`src/t1lic_pkg.sv`:
```
package t1lic_pkg;
    // ****************************************
    // register map
    // ****************************************
    localparam int NREG = 9;
    localparam int I_TPL_CTL = 0;
    localparam int I_TPL_DATA = 1;
    localparam int I_RJA = 2;
    localparam int I_RXP = 3;
    localparam int I_RXEQ = 4;
    localparam int I_RXSL = 5;
    localparam int I_LOOP = 6;
    localparam int I_LOSA = 7;
    localparam int I_EXZ = 8;
    localparam logic [NREG-1:0][7:0] REG_OFS = {
        8'h31, 8'h2c, 8'h2b, 8'h2a, 8'h29, 8'h28, 8'h27, 8'h26, 8'h25};
    localparam logic [NREG-1:0][7:0] REG_MASK = {
        8'h5f, 8'h07, 8'h77, 8'h3f, 8'h5f, 8'h11, 8'h3f, 8'h7f, 8'hff};
    localparam logic [NREG-1:0][7:0] REG_RST = {
        8'h00, 8'h00, 8'h00, 8'h18, 8'h15, 8'h00, 8'h00, 8'h00, 8'h00};

    // ****************************************
    // field positions
    // ****************************************
    localparam int B_SAMP = 0;
    localparam int B_UI = 4;
    localparam int B_TPL_RW = 6;
    localparam int B_TPL_EN = 7;
    localparam int B_JBW = 0;
    localparam int B_JDP = 1;
    localparam int B_JEN = 3;
    localparam int B_JLIM = 4;
    localparam int B_JMODE = 5;
    localparam int B_RMD = 0;
    localparam int B_ROFF = 4;
    localparam int B_LOSTHR = 0;
    localparam int B_EQ = 6;
    localparam int B_MG = 0;
    localparam int B_UPDW = 2;
    localparam int B_SLICE = 4;
    localparam int B_LOOP_LO = 0;
    localparam int B_LOOP_HI = 4;
    localparam int B_TX_ALL_ONES_ON_LOSS = 0;
    localparam int B_RAISE = 1;
    localparam int B_LAC = 2;
    localparam int B_CNTTRF = 0;
    localparam int B_CNTMD = 1;
    localparam int B_EXZEN = 2;
    localparam int B_EXZDEF = 4;
    localparam int B_BPV = 6;

    // ****************************************
    // line constants
    // ****************************************
    localparam logic [10:0] LOS_DECL_T = 11'd175;
    localparam logic [10:0] LOS_DECL_I = 11'd1544;
    localparam logic [6:0] MARK_WIN_LAST = 7'd127;
    localparam logic [7:0] MARK_MIN = 8'd16;
    localparam logic [6:0] ZRUN_MAX = 7'd100;
    localparam logic [6:0] RUN_SAT = 7'h7f;
    localparam logic [6:0] EXZ_AMI_ANSI = 7'd15;
    localparam logic [6:0] EXZ_AMI_FCC = 7'd80;
    localparam logic [6:0] EXZ_B8ZS = 7'd7;
    localparam logic [1:0] EXZ_EN_CODE = 2'b01;
    localparam logic [4:0] LOS_THR_MAX = 5'd22;
    localparam logic [1:0] MG_22DB = 2'b01;
    localparam logic [6:0] SLICE_BASE = 7'd40;
    localparam logic [6:0] SLICE_STEP = 7'd10;
    localparam logic [8:0] PEAK_BASE = 9'd32;
    localparam logic [1:0] DP_128 = 2'b00;
    localparam logic [1:0] DP_64 = 2'b01;
    localparam logic [7:0] DEPTH_128 = 8'd128;
    localparam logic [7:0] DEPTH_64 = 8'd64;
    localparam logic [7:0] DEPTH_32 = 8'd32;
    localparam logic [2:0] MARGIN_128 = 3'd4;
    localparam logic [2:0] MARGIN_64 = 3'd3;
    localparam logic [2:0] MARGIN_32 = 3'd2;

    // ****************************************
    // carriers
    // ****************************************
    typedef struct packed {
        logic [1:0] tpl_unit;
        logic [3:0] tpl_sample;
        logic tpl_en;
        logic tpl_read;
        logic [6:0] tpl_wvalue;
        logic ja_en;
        logic ja_bw_low;
        logic [7:0] ja_depth;
        logic [2:0] ja_margin;
        logic rx_power_off;
        logic rx_ami;
        logic equalizer_enable;
        logic [4:0] los_thr;
        logic [6:0] slicer_pct;
        logic [8:0] peak_window;
        logic mon_gain_22db;
        logic [5:0] loops;
    } t1lic_ctrl_t;

    typedef struct packed {
        logic [NREG-1:0][7:0] regs;
        logic [7:0] rdata;
        logic [6:0] tpl_rd;
        logic [6:0] jit;
        logic los;
        logic [10:0] below;
        logic [6:0] win;
        logic [7:0] marks;
        logic [6:0] zrun;
        logic zlong;
        logic [6:0] exz_run;
        logic [15:0] exz_cnt;
        logic [15:0] exz_res;
        logic bpv_d;
        logic trf_d;
        logic bpv_p;
        logic rx_out;
    } t1lic_state_t;
endpackage

```
`src/t1lic_top.sv`:
```
`timescale 1ns/1ps
module t1lic_top
    import t1lic_pkg::*;
(
    // clock and reset
    input logic sys_clk,
    input logic resetn,
    // register port
    input logic [7:0] reg_addr,
    input logic reg_wr,
    input logic reg_rd,
    input logic [7:0] reg_wdata,
    output logic [7:0] reg_rdata,
    // receive line side
    input logic rx_bit_valid,
    input logic rx_bit,
    input logic rx_below_thresh,
    input logic rx_above_clear,
    input logic rx_jitter_sample,
    input logic [6:0] rx_jitter_interval,
    input logic one_sec_tick,
    // results
    output logic rx_data_out,
    output logic signal_loss,
    output logic tx_all_ones,
    output logic tx_violation_pulse,
    output logic excess_zero_error,
    output logic [6:0] rx_jitter_value,
    output logic [15:0] excess_zero_result,
    output logic [6:0] template_read_value,
    output logic ja_widen,
    // analog and path controls
    output t1lic_ctrl_t ctrl
);
    // ****************************************
    // decode helpers
    // ****************************************
    function automatic logic [6:0] exz_limit(input logic ami,
                                             input logic fcc);
        exz_limit = !ami ? EXZ_B8ZS : (fcc ? EXZ_AMI_FCC : EXZ_AMI_ANSI);
    endfunction

    function automatic logic [7:0] ja_depth(input logic [1:0] dp);
        ja_depth = (dp == DP_128) ? DEPTH_128 :
                   (dp == DP_64) ? DEPTH_64 : DEPTH_32;
    endfunction

    function automatic logic [2:0] ja_margin(input logic [1:0] dp);
        ja_margin = (dp == DP_128) ? MARGIN_128 :
                    (dp == DP_64) ? MARGIN_64 : MARGIN_32;
    endfunction

    localparam t1lic_state_t ST_RST = '{regs: REG_RST, default: '0};

    t1lic_state_t s;
    t1lic_state_t next_s;
    logic [6:0] tpl_ram [64];
    logic [5:0] tpl_addr;
    logic tpl_en;
    logic tpl_rw;
    logic [10:0] los_lim;
    logic los_crit;
    logic exz_inc;
    logic trf_rise;
    logic cnt_copy;
    logic [7:0] depth;
    logic [2:0] margin;
    logic [7:0] ival;

    assign tpl_addr = {s.regs[I_TPL_CTL][B_UI +: 2],
                       s.regs[I_TPL_CTL][B_SAMP +: 4]};
    assign tpl_en = s.regs[I_TPL_CTL][B_TPL_EN];
    assign tpl_rw = s.regs[I_TPL_CTL][B_TPL_RW];
    assign los_crit = s.regs[I_LOSA][B_LAC];
    assign los_lim = los_crit ? LOS_DECL_I : LOS_DECL_T;

    // zero that makes the run exceed the limit
    assign excess_zero_error = rx_bit_valid && !rx_bit &&
        s.exz_run == exz_limit(s.regs[I_RXP][B_RMD],
                               s.regs[I_EXZ][B_EXZDEF]);
    assign exz_inc = excess_zero_error &&
        s.regs[I_EXZ][B_EXZEN +: 2] == EXZ_EN_CODE;
    assign trf_rise = !s.regs[I_EXZ][B_CNTMD] &&
        s.regs[I_EXZ][B_CNTTRF] && !s.trf_d;
    assign cnt_copy = s.regs[I_EXZ][B_CNTMD] ? one_sec_tick : trf_rise;

    assign depth = ja_depth(s.regs[I_RJA][B_JDP +: 2]);
    assign margin = ja_margin(s.regs[I_RJA][B_JDP +: 2]);
    assign ival = {1'b0, rx_jitter_interval};
    assign ja_widen = s.regs[I_RJA][B_JEN] && s.regs[I_RJA][B_JLIM] &&
        (ival < {5'h00, margin} || ival > depth - {5'h00, margin});

    // ****************************************
    // next state
    // ****************************************
    always_comb begin
        next_s = s;
        for (int i = 0; i < NREG; i++) begin
            if (reg_wr && reg_addr == REG_OFS[i]) begin
                next_s.regs[i] = reg_wdata & REG_MASK[i];
            end
        end
        if (reg_rd) begin
            next_s.rdata = 8'h00;
            for (int i = 0; i < NREG; i++) begin
                if (reg_addr == REG_OFS[i]) begin
                    next_s.rdata = s.regs[i];
                end
            end
        end
        if (tpl_en && tpl_rw) begin
            next_s.tpl_rd = tpl_ram[tpl_addr];
        end
        if (rx_jitter_sample) begin
            if (s.regs[I_RJA][B_JMODE] && s.jit > rx_jitter_interval) begin
                next_s.jit = s.jit;
            end else begin
                next_s.jit = rx_jitter_interval;
            end
        end
        if (rx_bit_valid) begin
            if (!rx_below_thresh) begin
                next_s.below = 11'h000;
            end else if (s.below != los_lim) begin
                next_s.below = s.below + 11'h001;
            end
            if (rx_below_thresh && s.below + 11'h001 == los_lim) begin
                next_s.los = 1'b1;
            end
            next_s.win = s.win + 7'h01;
            next_s.marks = s.marks + {7'h00, rx_bit};
            if (rx_bit) begin
                next_s.zrun = 7'h00;
            end else if (s.zrun != RUN_SAT) begin
                next_s.zrun = s.zrun + 7'h01;
            end
            if (next_s.zrun >= ZRUN_MAX) begin
                next_s.zlong = 1'b1;
            end
            if (s.win == MARK_WIN_LAST) begin
                if (s.los && rx_above_clear && !rx_below_thresh &&
                    next_s.marks >= MARK_MIN && !next_s.zlong) begin
                    next_s.los = 1'b0;
                end
                next_s.marks = 8'h00;
                next_s.zlong = 1'b0;
            end
            // zero run for excess zero check
            if (rx_bit) begin
                next_s.exz_run = 7'h00;
            end else if (s.exz_run != RUN_SAT) begin
                next_s.exz_run = s.exz_run + 7'h01;
            end
            next_s.rx_out = (s.regs[I_LOSA][B_RAISE] && s.los) || rx_bit;
        end
        if (cnt_copy) begin
            next_s.exz_res = s.exz_cnt;
            next_s.exz_cnt = {15'h0000, exz_inc};
        end else if (exz_inc) begin
            next_s.exz_cnt = s.exz_cnt + 16'h0001;
        end
        next_s.trf_d = s.regs[I_EXZ][B_CNTTRF];
        next_s.bpv_d = s.regs[I_EXZ][B_BPV];
        next_s.bpv_p = s.regs[I_EXZ][B_BPV] && !s.bpv_d;
    end

    always_ff @(posedge sys_clk) begin
        if (!resetn) begin
            s <= ST_RST;
        end else begin
            s <= next_s;
        end
    end

    // template store only while enabled for write
    always_ff @(posedge sys_clk) begin
        if (tpl_en && !tpl_rw) begin
            tpl_ram[tpl_addr] <= s.regs[I_TPL_DATA][6:0];
        end
    end

    // ****************************************
    // outputs
    // ****************************************
    assign reg_rdata = s.rdata;
    assign rx_data_out = s.rx_out;
    assign signal_loss = s.los;
    // transmit all ones on receive loss
    assign tx_all_ones = s.los && s.regs[I_LOSA][B_TX_ALL_ONES_ON_LOSS];
    assign tx_violation_pulse = s.bpv_p;
    assign rx_jitter_value = s.jit;
    assign excess_zero_result = s.exz_res;
    assign template_read_value = s.tpl_rd;

    always_comb begin
        ctrl.tpl_unit = s.regs[I_TPL_CTL][B_UI +: 2];
        ctrl.tpl_sample = s.regs[I_TPL_CTL][B_SAMP +: 4];
        ctrl.tpl_en = tpl_en;
        ctrl.tpl_read = tpl_rw;
        ctrl.tpl_wvalue = s.regs[I_TPL_DATA][6:0];
        ctrl.ja_en = s.regs[I_RJA][B_JEN];
        ctrl.ja_bw_low = s.regs[I_RJA][B_JBW];
        ctrl.ja_depth = depth;
        ctrl.ja_margin = margin;
        ctrl.rx_power_off = s.regs[I_RXP][B_ROFF];
        ctrl.rx_ami = s.regs[I_RXP][B_RMD];
        ctrl.equalizer_enable = s.regs[I_RXEQ][B_EQ];
        // threshold capped, unused in short haul
        if (!s.regs[I_RXEQ][B_EQ]) begin
            ctrl.los_thr = 5'h00;
        end else if (s.regs[I_RXEQ][B_LOSTHR +: 5] > LOS_THR_MAX) begin
            ctrl.los_thr = LOS_THR_MAX;
        end else begin
            ctrl.los_thr = s.regs[I_RXEQ][B_LOSTHR +: 5];
        end
        ctrl.slicer_pct = SLICE_BASE +
            7'(SLICE_STEP * {5'h00, s.regs[I_RXSL][B_SLICE +: 2]});
        ctrl.peak_window = PEAK_BASE << s.regs[I_RXSL][B_UPDW +: 2];
        ctrl.mon_gain_22db = s.regs[I_RXSL][B_MG +: 2] == MG_22DB;
        ctrl.loops = {s.regs[I_LOOP][B_LOOP_HI +: 3],
                      s.regs[I_LOOP][B_LOOP_LO +: 3]};
    end
endmodule

```
`config.mk`:
```
export PLATFORM = sky130hd
export DESIGN_NAME = t1lic_top
export DESIGN_NICKNAME = d
export VERILOG_FILES = /design/src/t1lic_pkg.sv /design/src/t1lic_top.sv
export SDC_FILE = /design/constraint.sdc
export NUM_CORES = 1
export LEC_CHECK = 0
export BUFFER_PORTS_ARGS = -buffer_cell sky130_fd_sc_hd__buf_2
export CORE_MARGIN = 2
export CORE_UTILIZATION = 55
export DETAILED_ROUTE_END_ITERATION = 7
export PLACE_DENSITY_LB_ADDON = 0.1
export SETUP_SLACK_MARGIN = 0.5
export SYNTH_ARGS = -nofsm -noshare
export SYNTH_HDL_FRONTEND = slang
export SYNTH_SLANG_ARGS = --single-unit
```
`constraint.sdc`:
```
create_clock -name sys_clk -period 5.3 [get_ports sys_clk]
set_input_delay 0 -clock sys_clk [delete_from_list [all_inputs] [get_ports sys_clk]]
set_output_delay 0 -clock sys_clk [all_outputs]
set_load 0.01 [all_outputs]
```
======== Word-level counts from Yosys, hierarchy flattened ========
Memory sizes are Yosys's and may differ from the RTL's. A register that Yosys moved wholly into a read port is not among the register bits.
Index checks and enable logic that the tools add are counted.
storage, ports and cells
  flip-flop bits (word level) ............. 143
  latch bits .............................. 0
  memory bits (writable) .................. 448
  memory bits (read-only) ................. 0
  input bits .............................. 33
  output and inout bits ................... 103
  logic and storage cells ................. 144
  memories ................................ 1
operators by class
  $add $sub $neg .......................... 8
  multiply operators ...................... 1
  divide/modulo/power cells ............... 0
  $lt $le $gt $ge ......................... 6
  equal/unequal tests ..................... 19
  shift operators ......................... 1
  multiplexer cells ....................... 37
  bitwise gates (word level) .............. 2
  reductions and logical operators ........ 44
memories
  memory   words  width  read ports  clocked after Yosys merged registers in  write ports  line             text
  tpl_ram  64     7      1           1                                        1            t1lic_top.sv:57  logic [6:0] tpl_ram [64];
operators with widths
  kind                     count
  $mux W8                  11
  $eq A8 B6 Y1 const B     9
  $mux W7                  8
  $mux W11                 3
  $logic_and A1 B1 Y1      27
  $add A7 B1 Y7 const B    3
  $add A16 B1 Y16 const B  1
  $ne A7 B7 Y1 const B     2
  $mux W1                  12
  $add A11 B1 Y11 const B  1
  $eq A11 B11 Y1           1
  $ne A11 B11 Y1           1
  $mux W5                  2
  $shl A6 B2 Y9 const A    1
  $add A8 B1 Y8            1
  $ge A8 B5 Y1 const B     1
  $gt A7 B8 Y1             1
  $logic_not A1 Y1         8
  $sub A8 B3 Y8            1
  $add A6 B6 Y7 const A    1
  $eq A7 B7 Y1             1
  $eq A7 B7 Y1 const B     1
  $ge A7 B7 Y1 const B     1
  $gt A7 B7 Y1             1
  other kinds (12)         19

======== Depth between registers and ports, before layout ========
  depth in word-level cells ............... 11
  depth in mapped cells ................... 10
  mapped depth without buffers ............ 8

======== Least setup slack after synthesis ========
OpenSTA, ideal clock, no wires.
  path kind ............................... register to register
  from .................................... register s (netlist bit ctrl[53])
  to ...................................... memory tpl_ram[15][0] (enable)
  setup time .............................. 0.360 ns
  arrival ................................. 1.994 ns
  required time ........................... 4.940 ns
  path slack .............................. 2.946 ns
  stages on the path, launching flop included .. 7
  buffers on the path ..................... 4
  period minus slack after synthesis ...... 2.354 ns
  cells stage by stage .................... dfxtp_1 -> buf_2 -> buf_4 -> buf_2 -> buf_1 -> nand3_1 -> nor2_1
RTL lines
  what                    line              text
  from (decl)             t1lic_top.sv:55   t1lic_state_t s;
  from (signal assigned)  t1lic_top.sv:171  s <= next_s;
  to (decl)               t1lic_top.sv:57
Straight into the memory's write port.

======== Worst setup path after layout ========
  from .................................... register s (netlist bit ctrl[54])
  to ...................................... memory tpl_ram[3][2] (enable)
Straight into the memory's write port.

==> out/qor.yml <==
antenna_found_initial: 0
path_class: "flip-flop to flip-flop"
grt_most_used_layer: "met2"
start_util_pct: 55.4
finalWirelength_um: 67200
finalHoldViolCount: 0
synth_flop_cell: "edfxtp_1"
drtAntennaViolNets: 0
die_h_um: 220
viasPerCell: 6.38
htree_levels: 2
end_kind: "flip-flop"
synth_area_leaders: "edfxtp_1, dfxtp_1, mux4_2"
outcome: "complete, no violations"
grt_util_met1_pct: 39.5
fin_crit_ps: 4000
netlist_area_um2: 25600
ios: 136
cts_sinks: 598
overflow: 0
drc: 0
rsz0062_at_grt: "no"
grt.total_usage_pct: 27.8
grt_max_degree: 68
slowest_delay_ps: 1020
area_growth_pct: 11.7
finalNetCount: 2069
clockRootBuffer: "clkbuf_16"
synth_commonest_cells: "edfxtp_1, nor2_1, dfxtp_1"
cp_max_fo: 60
yosysTopAreaCellShare_pct: 52.5
relSlewSlack_pct: 20.1
synth_seq_cells: 598
path_clk_slew_ps: 70
cts_tree: "done"
clock_latency_ps: 630
detail_route.wl_per_cell_um: 25.1
drt_iter0_markers: 1871
cts_inserted_buffers: 60
layout-drive-gt1-share_pct: 17.6
met3_usage_pct: 3.46
num_rows: 79
synth_area_per_cell_um2: 13.1
ir_worst_vdd_v: 0.000301
post_cts_buffers: 0
crit_chain: "nor2b_1 -> nand3_1 -> nor2_1"
drt_first_pass_iters: 6
power_leakage_nw: 8.81
slew_viol_final: 0
cp.required_ps: 5560
n_antenna_cell: 0
hp-class: "input pin to flip-flop"
ys_types: 82
dieArea_um2: 48400
powerDensity_nw_per_um2: 335
fin_crit_sh_pct: 75.5
num_vias: 17000
place_congestion: 0.896
cts_buffer_depth: 3
yosys.area.top_type: "edfxtp_1"
max_freq_mhz: 250
skew_ps: 18.5
async_flop_share_pct: 0
start_kind: "flip-flop"
final_util_pct: 61.9
drv_cap: 0
use_met2_pct: 44.2
grt_pass1_wl_um: 100000
finalInstanceArea_um2: 28600
coreArea_um2: 46300
ys_seq_area_share_pct: 64.2
fillers: 3566
critPathSlowestCell: "nor2b_1"
placed_area_um2: 26200
grt_pass1_vias: 16100
power_w: 0.00959
worstPathArrival_ps: 4260
cts_resized: 0
synth_edf_count: 448
yosys_warnings: 0
die_w_um: 220
dp_hpwl_um: 41600
worst_pin_slew_ps: 1200
synthCells: 1951
synth_most_common_cell: "edfxtp_1"
setup_violations: 0
portBuffers: 124
tns_ps: 0
[logic make-up after synthesis]
kind of cell               after synthesis  share of synthesized area (%)
DFF                                    598                           64.2
and+or+nand+nor                        552                           10.4
buffers and inverters                  220                           4.59
adders and majority gates               22                           1.07
AOI/OAI and AO/OA                      377                           10.1
muxes                                  157                           8.83
xor gates and xnor gates                24                          0.820
other                                    1                         0.0146
[through the flow]
stage          hold slack, ps  std cells  setup WS [ps]
2_1_floorplan             142       1962           2950
3_3_place_gp              280       2520           1620
3_5_place_dp              297       2520           1460
4_1_cts                  1.13       2671           1450
5_1_grt                  38.6       2671           1330
6_report                 28.1       2671           1300
[flip-flops by register name, indices dropped and copies added, names as in the netlist]
name                 cells
next_s                   2
excess_zero_result      16
s                       80
template_read_value      7
rx_data_out              1
tx_violation_pulse       1
reg_rdata                8
los_crit                 1
ctrl                    26
rx_jitter_value          7
signal_loss              1
tpl_ram                448
[power by group]
group / total [W] / switching (W) / internal [W]
registers: 0.00499 / 0.0000150 / 0.00497
clock network: 0.00440 / 0.00183 / 0.00257
logic: 0.000196 / 0.000123 / 0.0000735
[worst paths after layout]
| kind | from | to | slack [ps] | cells after the start |
|---|---|---|---|---|
| worst max-delay path | ctrl[54]$_SDFFE_PN0P_ | tpl_ram[3][2]$_DFFE_PP_ | 1300 | 3 |
| worst min-delay path | one_sec_tick | excess_zero_result[12]$_SDFFE_PN0P_ | 30 | 5 |
| worst max register to register | ctrl[54]$_SDFFE_PN0P_ | tpl_ram[3][2]$_DFFE_PP_ | 1300 | 3 |
| worst min register to register | s[3]$_SDFF_PN0_ | tx_violation_pulse$_SDFF_PN0_ | 380 | 1 |
[placed cells by master (no fill, tap or decap), types with 8 or more instances in the layout]
master,netlist,routed
dlygate4sd3_1,0,39
mux2i_1,72,72
inv_1,25,24
o21a_1,10,10
edfxtp_1,448,448
o21ai_1,12,12
a221oi_1,46,46
and2_1,16,16
xor2_1,15,15
nor2_1,184,184
ha_1,22,22
nand2_1,115,115
mux4_2,52,52
clkbuf_16,0,60
and3_1,19,19
a32oi_1,9,9
o22ai_1,20,20
o2111ai_1,12,12
buf_2,31,124
a22oi_1,36,36
a22o_1,10,10
nor2b_1,23,21
conb_1,1,12
nand3_1,86,86
dfxtp_4,0,8
o21ai_0,48,48
a21oi_1,96,95
mux2_2,33,33
clkinv_2,0,15
buf_4,83,20
nand4_1,18,18
or3_1,11,11
nor3_1,25,25
a31oi_1,11,11
xnor2_1,9,9
dfxtp_1,150,140
bufinv_16,0,10
nor3b_1,9,9
[layout make-up]
class	instances	area (um^2)	area share, %
clock buffers	63	1510	5.28
clock inverters	49	547	1.91
inverters	27	103	0.358
multi-input cells	1144	8070	28.2
flip-flops and latches	598	16500	57.6
well taps	607	759	2.65
repair buffers	183	1160	4.05
[repair_timing]
action                                  4_1_cts  5_1_grt
hold buffers                                 39        0
hold endpoints to repair                     99        0
endpoints found under the setup margin        0        0
[critical path: cells and delay by family (launching register included)]
family / cells / cell delay (ps)
and+or+nand+nor: 3 / 2690
DFF: 1 / 930
[routing by layer]
metal / vias to the layer above / wire length, um / share of wire, %
li1: 7527 / - / -
met1: 8491 / 27700 / 41
met2: 868 / 31400 / 47
met3: 144 / 5690 / 8.5
met4: 0 / 2420 / 3.6
met5: - / 0 / 0
Power figures use the tool's default switching activity.
